==> config.mk <==
export PLATFORM = sky130hd
export DESIGN_NAME = agsc_core
export DESIGN_NICKNAME = d
export VERILOG_FILES = /design/src/agsc_pkg.sv /design/src/agsc_core.sv
export SDC_FILE = /design/constraint.sdc
export NUM_CORES = 1
export LEC_CHECK = 0
export BUFFER_PORTS_ARGS = -buffer_cell sky130_fd_sc_hd__buf_4
export CAP_MARGIN = 5
export CELL_PAD_IN_SITES_DETAIL_PLACEMENT = 0
export CELL_PAD_IN_SITES_GLOBAL_PLACEMENT = 1
export CORE_MARGIN = 4
export CORE_UTILIZATION = 49
export DETAILED_ROUTE_END_ITERATION = 8
export GPL_ROUTABILITY_DRIVEN = 0
export PLACE_DENSITY_LB_ADDON = 0.2
export SYNTH_ARGS = -nofsm -noshare
export SYNTH_HDL_FRONTEND = slang
export SYNTH_SLANG_ARGS = --single-unit
==> constraint.sdc <==
create_clock -name i_sys_clk -period 16.68 [get_ports i_sys_clk]
set_input_delay 3.336 -clock i_sys_clk [delete_from_list [all_inputs] [get_ports i_sys_clk]]
set_output_delay 3.336 -clock i_sys_clk [all_outputs]
set_load 0.05 [all_outputs]
==> src/agsc_pkg.sv <==
/*
 * Package for the address generation and stack check block: register map, field layout,
 * addressing mode and operand structures.
 * Assumes a 16-bit data space and a 32-bit Avalon-MM register bus.
 */
package agsc_pkg;
    // ************************************************
    // register map (byte addresses)
    // ************************************************
    localparam logic [4:0] AGSC_OFS_STACK_LIMIT = 5'h00;
    localparam logic [4:0] AGSC_OFS_X_RING_START = 5'h04;
    localparam logic [4:0] AGSC_OFS_X_RING_END = 5'h08;
    localparam logic [4:0] AGSC_OFS_Y_RING_START = 5'h0C;
    localparam logic [4:0] AGSC_OFS_Y_RING_END = 5'h10;
    localparam logic [4:0] AGSC_OFS_RING_CONTROL = 5'h14;
    localparam logic [4:0] AGSC_OFS_STATUS = 5'h18;
    localparam logic [31:0] AGSC_UNMAPPED_READ = 32'h0000_0000;

    // ************************************************
    // fields and constants
    // ************************************************
    localparam int AGSC_X_ENABLE_BIT = 15;
    localparam int AGSC_Y_ENABLE_BIT = 14;
    localparam int AGSC_X_SEL_LSB = 0;
    localparam int AGSC_Y_SEL_LSB = 4;
    localparam logic [3:0] AGSC_SEL_OFF = 4'hF;
    localparam logic [15:0] AGSC_RING_CONTROL_RESET = 16'h00FF;
    localparam logic [15:0] AGSC_SFR_TOP = 16'h0800;
    localparam logic [15:0] AGSC_WORD_STEP = 16'h0002;
    localparam logic [16:0] AGSC_RING_MAX_BYTES = 17'h10000;
    localparam logic [3:0] AGSC_SP_REG = 4'hF;
    localparam logic [3:0] AGSC_DEFAULT_WORK_REG = 4'h0;
    localparam int AGSC_FILE_ADDR_W = 13;
    localparam int AGSC_SHORT_LIT_W = 5;
    localparam int AGSC_BRANCH_LIT_W = 16;
    localparam int AGSC_DISABLE_LIT_W = 14;
    localparam logic [3:0] AGSC_X_PTR_A = 4'h8;
    localparam logic [3:0] AGSC_X_PTR_B = 4'h9;
    localparam logic [3:0] AGSC_Y_PTR_A = 4'hA;
    localparam logic [3:0] AGSC_Y_PTR_B = 4'hB;

    // ************************************************
    // types
    // ************************************************
    typedef enum logic [3:0] {
        AGSC_FILE_DIRECT,
        AGSC_REG_DIRECT,
        AGSC_INDIRECT,
        AGSC_POST_MOD,
        AGSC_PRE_MOD,
        AGSC_REG_INDEXED,
        AGSC_LIT_OFFSET,
        AGSC_LITERAL,
        AGSC_PUSH,
        AGSC_POP
    } agsc_mode_e;

    typedef enum logic [1:0] {
        AGSC_CLS_MCU,
        AGSC_CLS_MOVE,
        AGSC_CLS_MAC,
        AGSC_CLS_OTHER
    } agsc_class_e;

    typedef struct packed {
        logic valid;
        agsc_class_e cls;
        agsc_mode_e mode;
        logic exc_push;
        logic [3:0] ptr_sel;
        logic [15:0] ptr_val;
        logic [15:0] base_val;
        logic [15:0] modifier;
        logic [12:0] file_addr;
        logic [15:0] literal;
        logic [7:0] status_low_byte;
    } agsc_req_s;

    typedef struct packed {
        logic valid;
        logic [15:0] addr;
        logic [15:0] ptr_next;
        logic ptr_write;
        logic in_y_space;
        logic [15:0] literal;
        logic [23:0] push_word;
        logic stack_error;
        logic fault;
    } agsc_rsp_s;
endpackage : agsc_pkg

==> src/agsc_core.sv <==
/*
 * Effective address generation, stack limit check and circular buffer correction.
 * Assumes the decode stage presents one request per cycle with register values already read,
 * and software reaches the registers over Avalon-MM.
 */
`timescale 1ns/1ps
`default_nettype none
// Operation
// RL1 - exception push places status byte above PC
// RL2 - stack limit bit zero reads zero
// RL3 - stack limit has no reset value
// RL4 - stack pointer addresses compared with limit
// RL5 - push at limit passes, next traps
// RL6 - stack pointer below 0x0800 traps
// RL7 - software avoids stack read after limit write
// RL8 - file register address is 13 bits
// RL9 - file ops default to work register zero
// RL10 - MCU first operand register direct only
// RL11 - pre-modify adds, then uses result
// RL12 - indexed address is pointer plus base
// RL13 - literal offset address is pointer plus literal
// RL14 - move shares one offset register field
// RL15 - X prefetch pointers X, Y pointers Y
// RL16 - software keeps prefetch pointers in space
// RL17 - MAC indexing only on second pointers
// RL18 - branch 16-bit signed, disable 14-bit count
// RL19 - one ring in X, one in Y
// RL20 - power-of-two rings checked both ends
// RL21 - ring bounds from start and end registers
// RL22 - ring length at most 64 Kbytes
// RL23 - Y ring addresses are word aligned
// RL24 - stack post-increments push, pre-decrements pop
// RL25 - X ring needs enable and select not 15
// RL26 - ring checks catch overshoot, not equality
// RL27 - both stack errors form one trap
module agsc_core
    import agsc_pkg::*;
(
    // clock and reset
    input wire logic i_sys_clk,
    input wire logic i_rst_n,
    // avalon-mm slave
    input wire logic [4:0] i_avs_address,
    input wire logic i_avs_read,
    input wire logic i_avs_write,
    input wire logic [31:0] i_avs_writedata,
    input wire logic [3:0] i_avs_byteenable,
    output logic [31:0] o_avs_readdata,
    output logic o_avs_waitrequest,
    // decode request and answer
    input wire agsc_req_s i_req,
    output agsc_rsp_s o_rsp,
    // trap request
    output logic o_stack_trap
);
    // ************************************************
    // register bus
    // ************************************************
    logic [15:0] stack_limit;
    logic [15:0] x_ring_start;
    logic [15:0] x_ring_end;
    logic [15:0] y_ring_start;
    logic [15:0] y_ring_end;
    logic [15:0] ring_control;
    logic [15:0] trap_count;
    logic bus_done;

    typedef enum logic [0:0] {
        ST_IDLE,
        ST_ANSWER
    } agsc_bus_e;
    agsc_bus_e bus_state;
    agsc_bus_e next_bus_state;

    wire bus_req = i_avs_read | i_avs_write;
    wire lo_en = i_avs_byteenable[0];
    wire hi_en = i_avs_byteenable[1];
    wire wr_take = i_avs_write & (bus_state == ST_ANSWER);

    function automatic logic [15:0] merge16(input logic [15:0] old, input logic [31:0] wd,
                                            input logic lo, input logic hi);
        merge16 = {hi ? wd[15:8] : old[15:8], lo ? wd[7:0] : old[7:0]};
    endfunction : merge16

    // one wait cycle per access: request seen, answered next edge
    always_comb begin
        case (bus_state)
            ST_IDLE: next_bus_state = bus_req ? ST_ANSWER : ST_IDLE;
            ST_ANSWER: next_bus_state = ST_IDLE;
            default: next_bus_state = ST_IDLE;
        endcase
    end
    assign bus_done = (bus_state == ST_ANSWER);
    assign o_avs_waitrequest = bus_req & ~bus_done;

    always_ff @(posedge i_sys_clk or negedge i_rst_n) begin
        if (!i_rst_n) begin
            bus_state <= ST_IDLE;
        end else begin
            bus_state <= next_bus_state;
        end
    end

    // limit register keeps no reset value [RL3]
    always_ff @(posedge i_sys_clk) begin
        if (wr_take && i_avs_address == AGSC_OFS_STACK_LIMIT) begin
            stack_limit <= merge16(stack_limit, i_avs_writedata, lo_en, hi_en) & 16'hFFFE; // [RL2]
        end
    end

    // ring bounds [RL21]
    always_ff @(posedge i_sys_clk or negedge i_rst_n) begin
        if (!i_rst_n) begin
            x_ring_start <= 16'h0000;
            x_ring_end <= 16'h0000;
            y_ring_start <= 16'h0000;
            y_ring_end <= 16'h0000;
            ring_control <= AGSC_RING_CONTROL_RESET;
        end else if (wr_take) begin
            case (i_avs_address)
                AGSC_OFS_X_RING_START: x_ring_start <= merge16(x_ring_start, i_avs_writedata, lo_en, hi_en);
                AGSC_OFS_X_RING_END: x_ring_end <= merge16(x_ring_end, i_avs_writedata, lo_en, hi_en);
                AGSC_OFS_Y_RING_START: y_ring_start <= merge16(y_ring_start, i_avs_writedata, lo_en, hi_en);
                AGSC_OFS_Y_RING_END: y_ring_end <= merge16(y_ring_end, i_avs_writedata, lo_en, hi_en);
                AGSC_OFS_RING_CONTROL: ring_control <= merge16(ring_control, i_avs_writedata, lo_en, hi_en);
                default: ;
            endcase
        end
    end

    wire [15:0] rd_mux =
        (i_avs_address == AGSC_OFS_STACK_LIMIT) ? (stack_limit & 16'hFFFE) : // [RL2]
        (i_avs_address == AGSC_OFS_X_RING_START) ? x_ring_start :
        (i_avs_address == AGSC_OFS_X_RING_END) ? x_ring_end :
        (i_avs_address == AGSC_OFS_Y_RING_START) ? y_ring_start :
        (i_avs_address == AGSC_OFS_Y_RING_END) ? y_ring_end :
        (i_avs_address == AGSC_OFS_RING_CONTROL) ? ring_control :
        (i_avs_address == AGSC_OFS_STATUS) ? trap_count : AGSC_UNMAPPED_READ[15:0];

    always_ff @(posedge i_sys_clk or negedge i_rst_n) begin
        if (!i_rst_n) begin
            o_avs_readdata <= 32'h0000_0000;
        end else if (i_avs_read && bus_state == ST_IDLE) begin
            o_avs_readdata <= {16'h0000, rd_mux};
        end
    end

    // ************************************************
    // request decode
    // ************************************************
    function automatic logic is_x_ptr(input logic [3:0] sel);
        is_x_ptr = (sel == AGSC_X_PTR_A) || (sel == AGSC_X_PTR_B);
    endfunction : is_x_ptr

    function automatic logic is_y_ptr(input logic [3:0] sel);
        is_y_ptr = (sel == AGSC_Y_PTR_A) || (sel == AGSC_Y_PTR_B);
    endfunction : is_y_ptr

    // folds an address that left the ring back inside it
    function automatic logic [15:0] ring_fix(input logic [15:0] v, input logic [15:0] lo,
                                             input logic [15:0] hi);
        logic [16:0] span;
        span = {1'b0, hi} - {1'b0, lo} + 17'h00002;
        if (v > hi) begin
            ring_fix = v - span[15:0]; // [RL26]
        end else if (v < lo) begin
            ring_fix = v + span[15:0]; // [RL20]
        end else begin
            ring_fix = v;
        end
    endfunction : ring_fix

    // ************************************************
    // address forming
    // ************************************************
    wire req_on = i_req.valid;
    wire sp_access = (i_req.ptr_sel == AGSC_SP_REG); // [RL4]
    wire is_mac = (i_req.cls == AGSC_CLS_MAC);
    wire is_mcu = (i_req.cls == AGSC_CLS_MCU);
    wire [3:0] x_sel = ring_control[AGSC_X_SEL_LSB +: 4];
    wire [3:0] y_sel = ring_control[AGSC_Y_SEL_LSB +: 4];
    wire x_ring_on = ring_control[AGSC_X_ENABLE_BIT] && (x_sel != AGSC_SEL_OFF); // [RL25]
    wire y_ring_on = ring_control[AGSC_Y_ENABLE_BIT] && (y_sel != AGSC_SEL_OFF);
    // one ring per space, never on the stack pointer
    wire x_ring_hit = x_ring_on && (i_req.ptr_sel == x_sel) && !sp_access; // [RL19]
    wire y_ring_hit = y_ring_on && (i_req.ptr_sel == y_sel) && !sp_access && !x_ring_hit;
    wire ring_hit = x_ring_hit | y_ring_hit;
    wire [15:0] ring_lo = x_ring_hit ? x_ring_start : y_ring_start;
    wire [15:0] ring_hi = x_ring_hit ? x_ring_end : y_ring_end;
    wire [16:0] ring_span = {1'b0, ring_hi} - {1'b0, ring_lo} + 17'h00002;
    wire ring_too_long = ring_hit && (ring_span > AGSC_RING_MAX_BYTES); // [RL22]

    wire [15:0] file_ea = {{(16 - AGSC_FILE_ADDR_W){1'b0}}, i_req.file_addr}; // [RL8]
    wire [15:0] step_ea = i_req.ptr_val + i_req.modifier; // [RL11]
    wire [15:0] index_ea = i_req.ptr_val + i_req.base_val; // [RL12] [RL14]
    wire [15:0] lit_ea = i_req.ptr_val + i_req.literal; // [RL13]
    wire [15:0] push_next = i_req.ptr_val + AGSC_WORD_STEP; // [RL24]
    wire [15:0] pop_ea = i_req.ptr_val - AGSC_WORD_STEP; // [RL24]

    logic [15:0] raw_ea;
    logic [15:0] raw_next;
    logic raw_write;
    always_comb begin
        raw_ea = 16'h0000;
        raw_next = i_req.ptr_val;
        raw_write = 1'b0;
        case (i_req.mode)
            AGSC_FILE_DIRECT: begin
                raw_ea = file_ea; // [RL9]
            end
            AGSC_REG_DIRECT: raw_ea = 16'h0000;
            AGSC_INDIRECT: raw_ea = i_req.ptr_val;
            AGSC_POST_MOD: begin
                raw_ea = i_req.ptr_val;
                raw_next = step_ea;
                raw_write = 1'b1;
            end
            AGSC_PRE_MOD: begin
                raw_ea = step_ea;
                raw_next = step_ea;
                raw_write = 1'b1;
            end
            AGSC_REG_INDEXED: raw_ea = index_ea;
            AGSC_LIT_OFFSET: raw_ea = lit_ea;
            AGSC_LITERAL: raw_ea = 16'h0000;
            AGSC_PUSH: begin
                raw_ea = i_req.ptr_val;
                raw_next = push_next;
                raw_write = 1'b1;
            end
            AGSC_POP: begin
                raw_ea = pop_ea;
                raw_next = pop_ea;
                raw_write = 1'b1;
            end
            default: ;
        endcase
    end

    wire ea_is_ptr = (i_req.mode != AGSC_FILE_DIRECT) && (i_req.mode != AGSC_REG_DIRECT)
        && (i_req.mode != AGSC_LITERAL);
    wire [15:0] fixed_ea = ring_fix(raw_ea, ring_lo, ring_hi);
    wire [15:0] fixed_next = ring_fix(raw_next, ring_lo, ring_hi);
    wire [15:0] ring_ea = (ring_hit && ea_is_ptr) ? fixed_ea : raw_ea;
    wire [15:0] ring_next = (ring_hit && raw_write) ? fixed_next : raw_next;
    wire [15:0] final_ea = y_ring_hit ? (ring_ea & 16'hFFFE) : ring_ea; // [RL23]

    // ************************************************
    // stack check
    // ************************************************
    wire over_limit = sp_access && (final_ea > stack_limit); // [RL4] [RL5]
    wire under_floor = sp_access && (final_ea < AGSC_SFR_TOP); // [RL6]
    wire stack_err = req_on && (over_limit || under_floor); // [RL27]

    // ************************************************
    // operand checks and literals
    // ************************************************
    wire mac_bad_ptr = is_mac && !is_x_ptr(i_req.ptr_sel) && !is_y_ptr(i_req.ptr_sel); // [RL15]
    wire mac_bad_index = is_mac && (i_req.mode == AGSC_REG_INDEXED)
        && (i_req.ptr_sel != AGSC_X_PTR_B) && (i_req.ptr_sel != AGSC_Y_PTR_B); // [RL17]
    wire mcu_bad_mode = is_mcu && ((i_req.mode == AGSC_REG_INDEXED) || (i_req.mode == AGSC_LIT_OFFSET)); // [RL10]
    wire req_fault = mac_bad_ptr | mac_bad_index | mcu_bad_mode | ring_too_long;
    wire [15:0] short_lit = {{(16 - AGSC_SHORT_LIT_W){1'b0}}, i_req.literal[AGSC_SHORT_LIT_W - 1:0]}; // [RL10]
    wire [15:0] count_lit = {{(16 - AGSC_DISABLE_LIT_W){1'b0}}, i_req.literal[AGSC_DISABLE_LIT_W - 1:0]}; // [RL18]
    wire [15:0] branch_lit = i_req.literal[AGSC_BRANCH_LIT_W - 1:0]; // [RL18]
    // other class: selector 0 is a branch displacement, else a disable count
    wire [15:0] lit_out = is_mcu ? short_lit :
        (((i_req.cls == AGSC_CLS_OTHER) && (i_req.ptr_sel != 4'h0)) ? count_lit : branch_lit);
    // literal carries the return address word
    wire [23:0] push_word = i_req.exc_push ? {i_req.status_low_byte, i_req.literal} : {8'h00, i_req.literal}; // [RL1]

    // ************************************************
    // answer
    // ************************************************
    agsc_rsp_s next_rsp;
    always_comb begin
        next_rsp = '0;
        next_rsp.valid = req_on;
        next_rsp.addr = final_ea;
        next_rsp.ptr_next = ring_next;
        next_rsp.ptr_write = raw_write;
        next_rsp.in_y_space = is_mac ? is_y_ptr(i_req.ptr_sel) : y_ring_hit; // [RL15]
        next_rsp.literal = lit_out;
        next_rsp.push_word = push_word;
        next_rsp.stack_error = stack_err;
        next_rsp.fault = req_on && req_fault;
    end

    always_ff @(posedge i_sys_clk or negedge i_rst_n) begin
        if (!i_rst_n) begin
            o_rsp <= '0;
            o_stack_trap <= 1'b0;
        end else begin
            o_rsp <= next_rsp;
            o_stack_trap <= stack_err; // [RL27]
        end
    end

    // saturating count of trap cycles
    always_ff @(posedge i_sys_clk or negedge i_rst_n) begin
        if (!i_rst_n) begin
            trap_count <= 16'h0000;
        end else if (stack_err && (trap_count != 16'hFFFF)) begin
            trap_count <= trap_count + 16'h0001;
        end
    end
endmodule : agsc_core
`default_nettype wire

**Yosys cells after proc, flatten, opt, wreduce, memory -nomap -nowiden**

Cells that the tools add are included.

- Register bits: 205
- Bits in latches: 0
- Bits in writable memories: 0
- ROM bits: 0
- Output and inout port bits: 111
- Logic and storage cells: 159
- Memories kept: 0

- Add/subtract/negate cells: 12
- Multipliers: 0
- Divide/modulo/power cells: 0
- $lt $le $gt $ge: 7
- Equal/unequal tests: 29
- Shift-type cells: 0
- Muxes and demuxes: 25
- Bitwise operators: 8
- Reduce and logical (&&, ||, !) cells: 54

Operators with widths:

| cell | number |
|---|---|
| two-way mux 16 bit | 17 |
| case mux 16 bit (6 select lines) | 1 |
| adder 16 bit | 5 |
| greater-than comparator 16 bit | 3 |
| case mux 16 bit (3 select lines) | 1 |
| less-than comparator 16 bit | 2 |
| subtractor 16 bit | 2 |
| AND reduction 3 bit | 10 |
| == test 4 bit (second input constant) | 7 |
| logical AND 1 bit | 26 |
| two-way mux 24 bit | 1 |
| adder 17 x 2 -> 17 bit (second input constant) | 1 |
| greater-than comparator 17 bit (second input constant) | 1 |
| subtractor 16 x 16 -> 17 bit | 1 |
| adder 16 x 1 -> 16 bit (second input constant) | 1 |
| adder 16 x 2 -> 16 bit (second input constant) | 1 |
| less-than comparator 16 x 12 -> 1 bit (second input constant) | 1 |
| != test 16 bit (second input constant) | 1 |
| != test 4 bit (second input constant) | 4 |
| subtractor 16 x 2 -> 16 bit (second input constant) | 1 |
| == test 5 bit (second input constant) | 3 |
| == test 4 x 3 -> 1 bit (second input constant) | 3 |
| == test 5 x 4 -> 1 bit (second input constant) | 2 |
| == test 4 x 2 -> 1 bit (second input constant) | 2 |
| 20 further kinds | 38 |

**Logic depth before layout (Yosys ltp)**

- Depth after elaboration: 17
- Depth in mapped cells: 42
- Depth with buffers taken out: 38

**Worst setup path before layout**

Ideal clock, no wire load.

- Path kind: input to register
- Start: input port i_req[91] in the netlist's numbering
- End: register trap_count[1]
- Data arrival time: 11.274 ns
- Data required time: 16.552 ns
- Slack: 5.278 ns
- Stages on the path: 36
- Path buffers: 5
- Cell sequence: clkbuf_1 buf_2 nor4bb_1 buf_2 buf_1 mux2_2 ha_1 o21a_1 a21oi_1 a211oi_1 a41oi_1 xnor2_1 a221oi_1 inv_1 ha_1 and3_1 a221o_1 a221o_1 o21a_1 nor3_1 clkbuf_1 a22oi_1 a21oi_1 a21oi_1 ha_1 a21o_1 a21o_1 a21o_1 a21o_1 a21o_1 a21oi_1 nor2b_1 o32a_1 a41oi_4 nor2_1 mux2_1

- Elaborated cells between the ends (all ways): 31

RTL lines:

| what | RTL line | RTL |
|---|---|---|
| start: declaration | agsc_core.sv:51 | `input wire agsc_req_s i_req,` |
| == test 4 bit / == test 4 x 2 -> 1 bit (equally long branches) | agsc_core.sv:207 | `case (i_req.mode)` |
| OR reduction 3 bit (no source line) | n/a |  |
| case mux 16 bit (6 select lines) | agsc_core.sv:207 |  |
| adder 16 bit / less-than comparator 16 bit (equally long branches) | agsc_core.sv:167, agsc_core.sv:166 |  |
| two-way mux 16 bit | agsc_core.sv:166 | `end else if (v < lo) begin` |
| two-way mux 16 bit | agsc_core.sv:164 | `if (v > hi) begin` |
| two-way mux 16 bit * | agsc_core.sv:244 | `wire [15:0] ring_ea = (ring_hit && ea_is_ptr) ? fixed_ea : raw_ea;` |
| named net final_ea[9] | agsc_core.sv:246 | `wire [15:0] final_ea = y_ring_hit ? (ring_ea & 16'hFFFE) : ring_ea;` |
| greater-than comparator 16 bit / less-than comparator 16 x 12 -> 1 bit (equally long branches) | agsc_core.sv:251, agsc_core.sv:252 |  |
| logical AND 1 bit, on equally long branches | agsc_core.sv:251, agsc_core.sv:252 |  |
| logical OR 1 bit * | agsc_core.sv:253 | `wire stack_err = req_on && (over_limit \|\| under_floor);` |
| logical AND 1 bit * | agsc_core.sv:253 |  |
| logical AND 1 bit * | agsc_core.sv:303 | `end else if (stack_err && (trap_count != 16'hFFFF)) begin` |
| end signal: assignment | agsc_core.sv:304 | `trap_count <= trap_count + 16'h0001;` |
| end: declaration | agsc_core.sv:65 | `logic [15:0] trap_count;` |

Mark *: on every way through the listed nets, which the timed path passes. The rest lies on a longest branch.
A chain may end at the register's enable or synchronous reset.

**Final worst setup path**

- Start: input port i_req[90] in the netlist's numbering
- End: register trap_count[1]

The elaborated chain is that of the path after synthesis.

==> run metrics <==
CTS Hold Buffers Added=0; Synth top area share=approximately 25%; #FFs+latches synth=200; cts bufs inserted=17; IO Port Bufs=between 200 and 250; Largest stage delay, worst path=0.65 ns; most frequent cells in the layout=buf_4 (249), ha_1 (201), dfrtp_1 (177); CTS max path bufs=2; largest cells by area after synthesis=dfrtp_1 (25%), ha_1 (14%), mux2_2 (8.0%), a21oi_1 (3.3%), o21ai_0 (2.9%); fmax=~78 MHz; Post-CTS Repair Setup Buffers=0; post-synthesis cell type count=94; length of the first detailed-routing pass in iterations=6; Yosys top cell by area=dfrtp_1; initial antenna violation count=0; Vias/cell=about 6.4; Antenna Cells=0; Worst Tran Pin Value=about 1.3 ns; sequential area share after synthesis=between 20% and 30%; worst hold path type=flip-flop to flip-flop; max_cap viols=0; WHS Endpoint=o_avs_readdata[0]; synth warn=0; Synth Flop Type=dfrtp_1; grt total ovfl=0; Worst setup SP type=input pin; Worst Reg-to-Reg Cells=31; fin. max-slew vios=0; final antenna-violating net count=0; Max rail drop VDD=approximately 140 µV; status=finished, final reports clean; root cell of the clock tree=clkbuf_16; Worst Hold Launch=o_avs_readdata[0]; leading cell type in the layout, fill and taps excluded=buf_4; DRC=0; vias=16540; first-pass GRT wire length=roughly 93 mm; core area=around 36000 µm²; htree depth=4; Cell Pwr Density=112.5 nW/µm²; reg2reg start=ring_control[0]; Die ar.=39230 µm²; Final period util=roughly three quarters; Crit-path slowest cell=or3_1; Data required, critical path=roughly 17 ns; fin crit period=12.74 ns; cell area after synthesis=approximately 18000 µm²; area delta synth->final=14.76%; clk slew on worst S/H paths=about 0.07 ns; vias in the first global route=around 16000; worst hold slack=~0.49 ns; final setup violation count=0; Slew headroom=between 10% and 20%; crit path kind=input pin to flip-flop; Starting Density=49.76%; I/O pins=~250; Setup Skew=0.01325 ns; Clock Latency Late Sink=between 0.4 and 0.5 ns; CTS Sinks=200; DRT iter0 DRCs=between 1500 and 2000; Synth async-reset ratio=92.50%; layout cell share with drive strength beyond 1=21.28%; WL per Instance=about 24 µm; total track usage=approximately 31%; Reg2Reg Setup Slack=~6.6 ns; Hold Path Cell Cnt=1; setup TNS=0 ns; Worst EP arrival=13.08 ns; CP most frequent cell=a21o_1; Post-synth EDFFs=15; synthesized area per cell=approximately 9.1 µm²; CP Max Fanout=31; unrepaired setup endpoints after global routing=no; cts repair resizes=0; HPWL after DPL=just under 50 mm; Final Hold Fails=0; Die W=between 150 and 200 µm; height of the die=198.1 µm; final WL=61.97 mm; Final nets=about 2500; r2r endpoint=trap_count[1]; Gate Count Post-Synth=1947; crit path capture type=flip-flop; LEAKAGE=roughly 9.5 nW; Site Rows=between 60 and 70; CTS tree=yes; largest net degree at the start of global routing=between 100 and 150
[synth_stat cells (10+ instances only)]
master / n
a22oi_1: 11
a211oi_1: 16
o221ai_1: 20
xor2_1: 30
and2_1: 14
o21ai_0: 104
a31oi_1: 28
mux2i_1: 24
edfxtp_1: 15
a221o_1: 34
nor2_1: 134
o31ai_1: 17
inv_1: 111
a21o_1: 40
a221oi_1: 12
o21a_1: 24
nor2b_1: 26
buf_4: 22
mux2_2: 125
o22ai_1: 17
xnor2_1: 44
nor3_1: 39
buf_2: 12
a21oi_1: 118
nand2b_1: 27
nand4_1: 22
nand2_1: 108
dfrtp_1: 177
nor4_1: 18
o211ai_1: 14
or3_1: 19
clkbuf_1: 55
nand3_1: 50
and3_1: 20
or2_2: 11
ha_1: 201
o211a_1: 10
[metal layers]
metal	part of all wire (%)	vias up	global-route usage (%)
met3	8.1	143	4.815
li1	-	7628	-
met1	42	8024	40.99
met5	0	-	0
met2	46	746	49.23
met4	4.7	0	13.70
[state kept, by name, indices dropped and copies added (netlist names)]
name / count
x_ring_start: 16
y_ring_start: 16
bus_done: 1
y_ring_end: 16
x_ring_end: 16
o_avs_readdata: 16
ring_control: 16
o_stack_trap: 1
stack_limit: 15
o_rsp: 71
trap_count: 16
[worst max-delay path: cells and delay by family]
family	cells	cell delay, ns
compound gates	19	5.41
mux	2	0.71
simple gates	6	1.46
xor+xnor	1	0.20
fa+ha+maj	3	1.08
buf+inv	3	0.87
[layout make-up]
cell class / count / area (µm²)
Multi-Input combinational cell: 1549 / 11770
Fill cell: 3232 / 15260
Timing Repair Buffer: 250 / 1883
Tap cell: 461 / 576.8
Clock inverter: 12 / 133.9
Clock buffer: 20 / 436.7
Sequential cell: 200 / 5090
Inverter: 112 / 420.4
[kinds of logic (layout without fill, tap and decap cells)]
logic type | Yosys count | in the layout | share of synthesized area [%]
simple gates | 534 | 534 | 15.60
mux | 150 | 150 | 9.373
buf+inv | 213 | 394 | 5.195
xor+xnor | 74 | 74 | 3.662
fa+ha+maj | 208 | 208 | 15.00
other cells | 1 | 16 | 0.02119
compound gates | 567 | 567 | 22.39
flops | 200 | 200 | 28.76
[through the flow]
stage,area (µm²),setup WS [ns],utilization [%],instances,total power [mW]
floorplan,17760,5.278,-,1962,1.480
global placement,19740,3.687,55.51,2572,1.806
detailed placement,19740,3.572,55.51,2572,1.831
CTS,20310,4.058,57.11,2604,2.258
global route,20310,3.543,57.11,2604,2.423
finish,20310,3.941,57.11,2604,2.286
[report_power, final]
| group | switching, mW | internal, mW | leakage [nW] |
|---|---|---|---|
| Combinational | 0.825 | 0.483 | 6.74 |
| Clock | 0.213 | 0.212 | 0.273 |
| Sequential | 0.0250 | 0.528 | 2.53 |
| Total | 1.06 | 1.22 | 9.55 |
[how the worst max path moves through the flow]
stage,from,to,cells past startpoint
after floorplan,i_req[91],trap_count[1],36
after global placement,i_req[90],trap_count[1],34
after detailed placement,i_req[90],trap_count[1],34
after CTS,i_req[90],trap_count[1],34
after global routing,i_req[90],trap_count[1],34
final,i_req[90],trap_count[1],34
No activity file was read; power rests on OpenSTA's default activity.
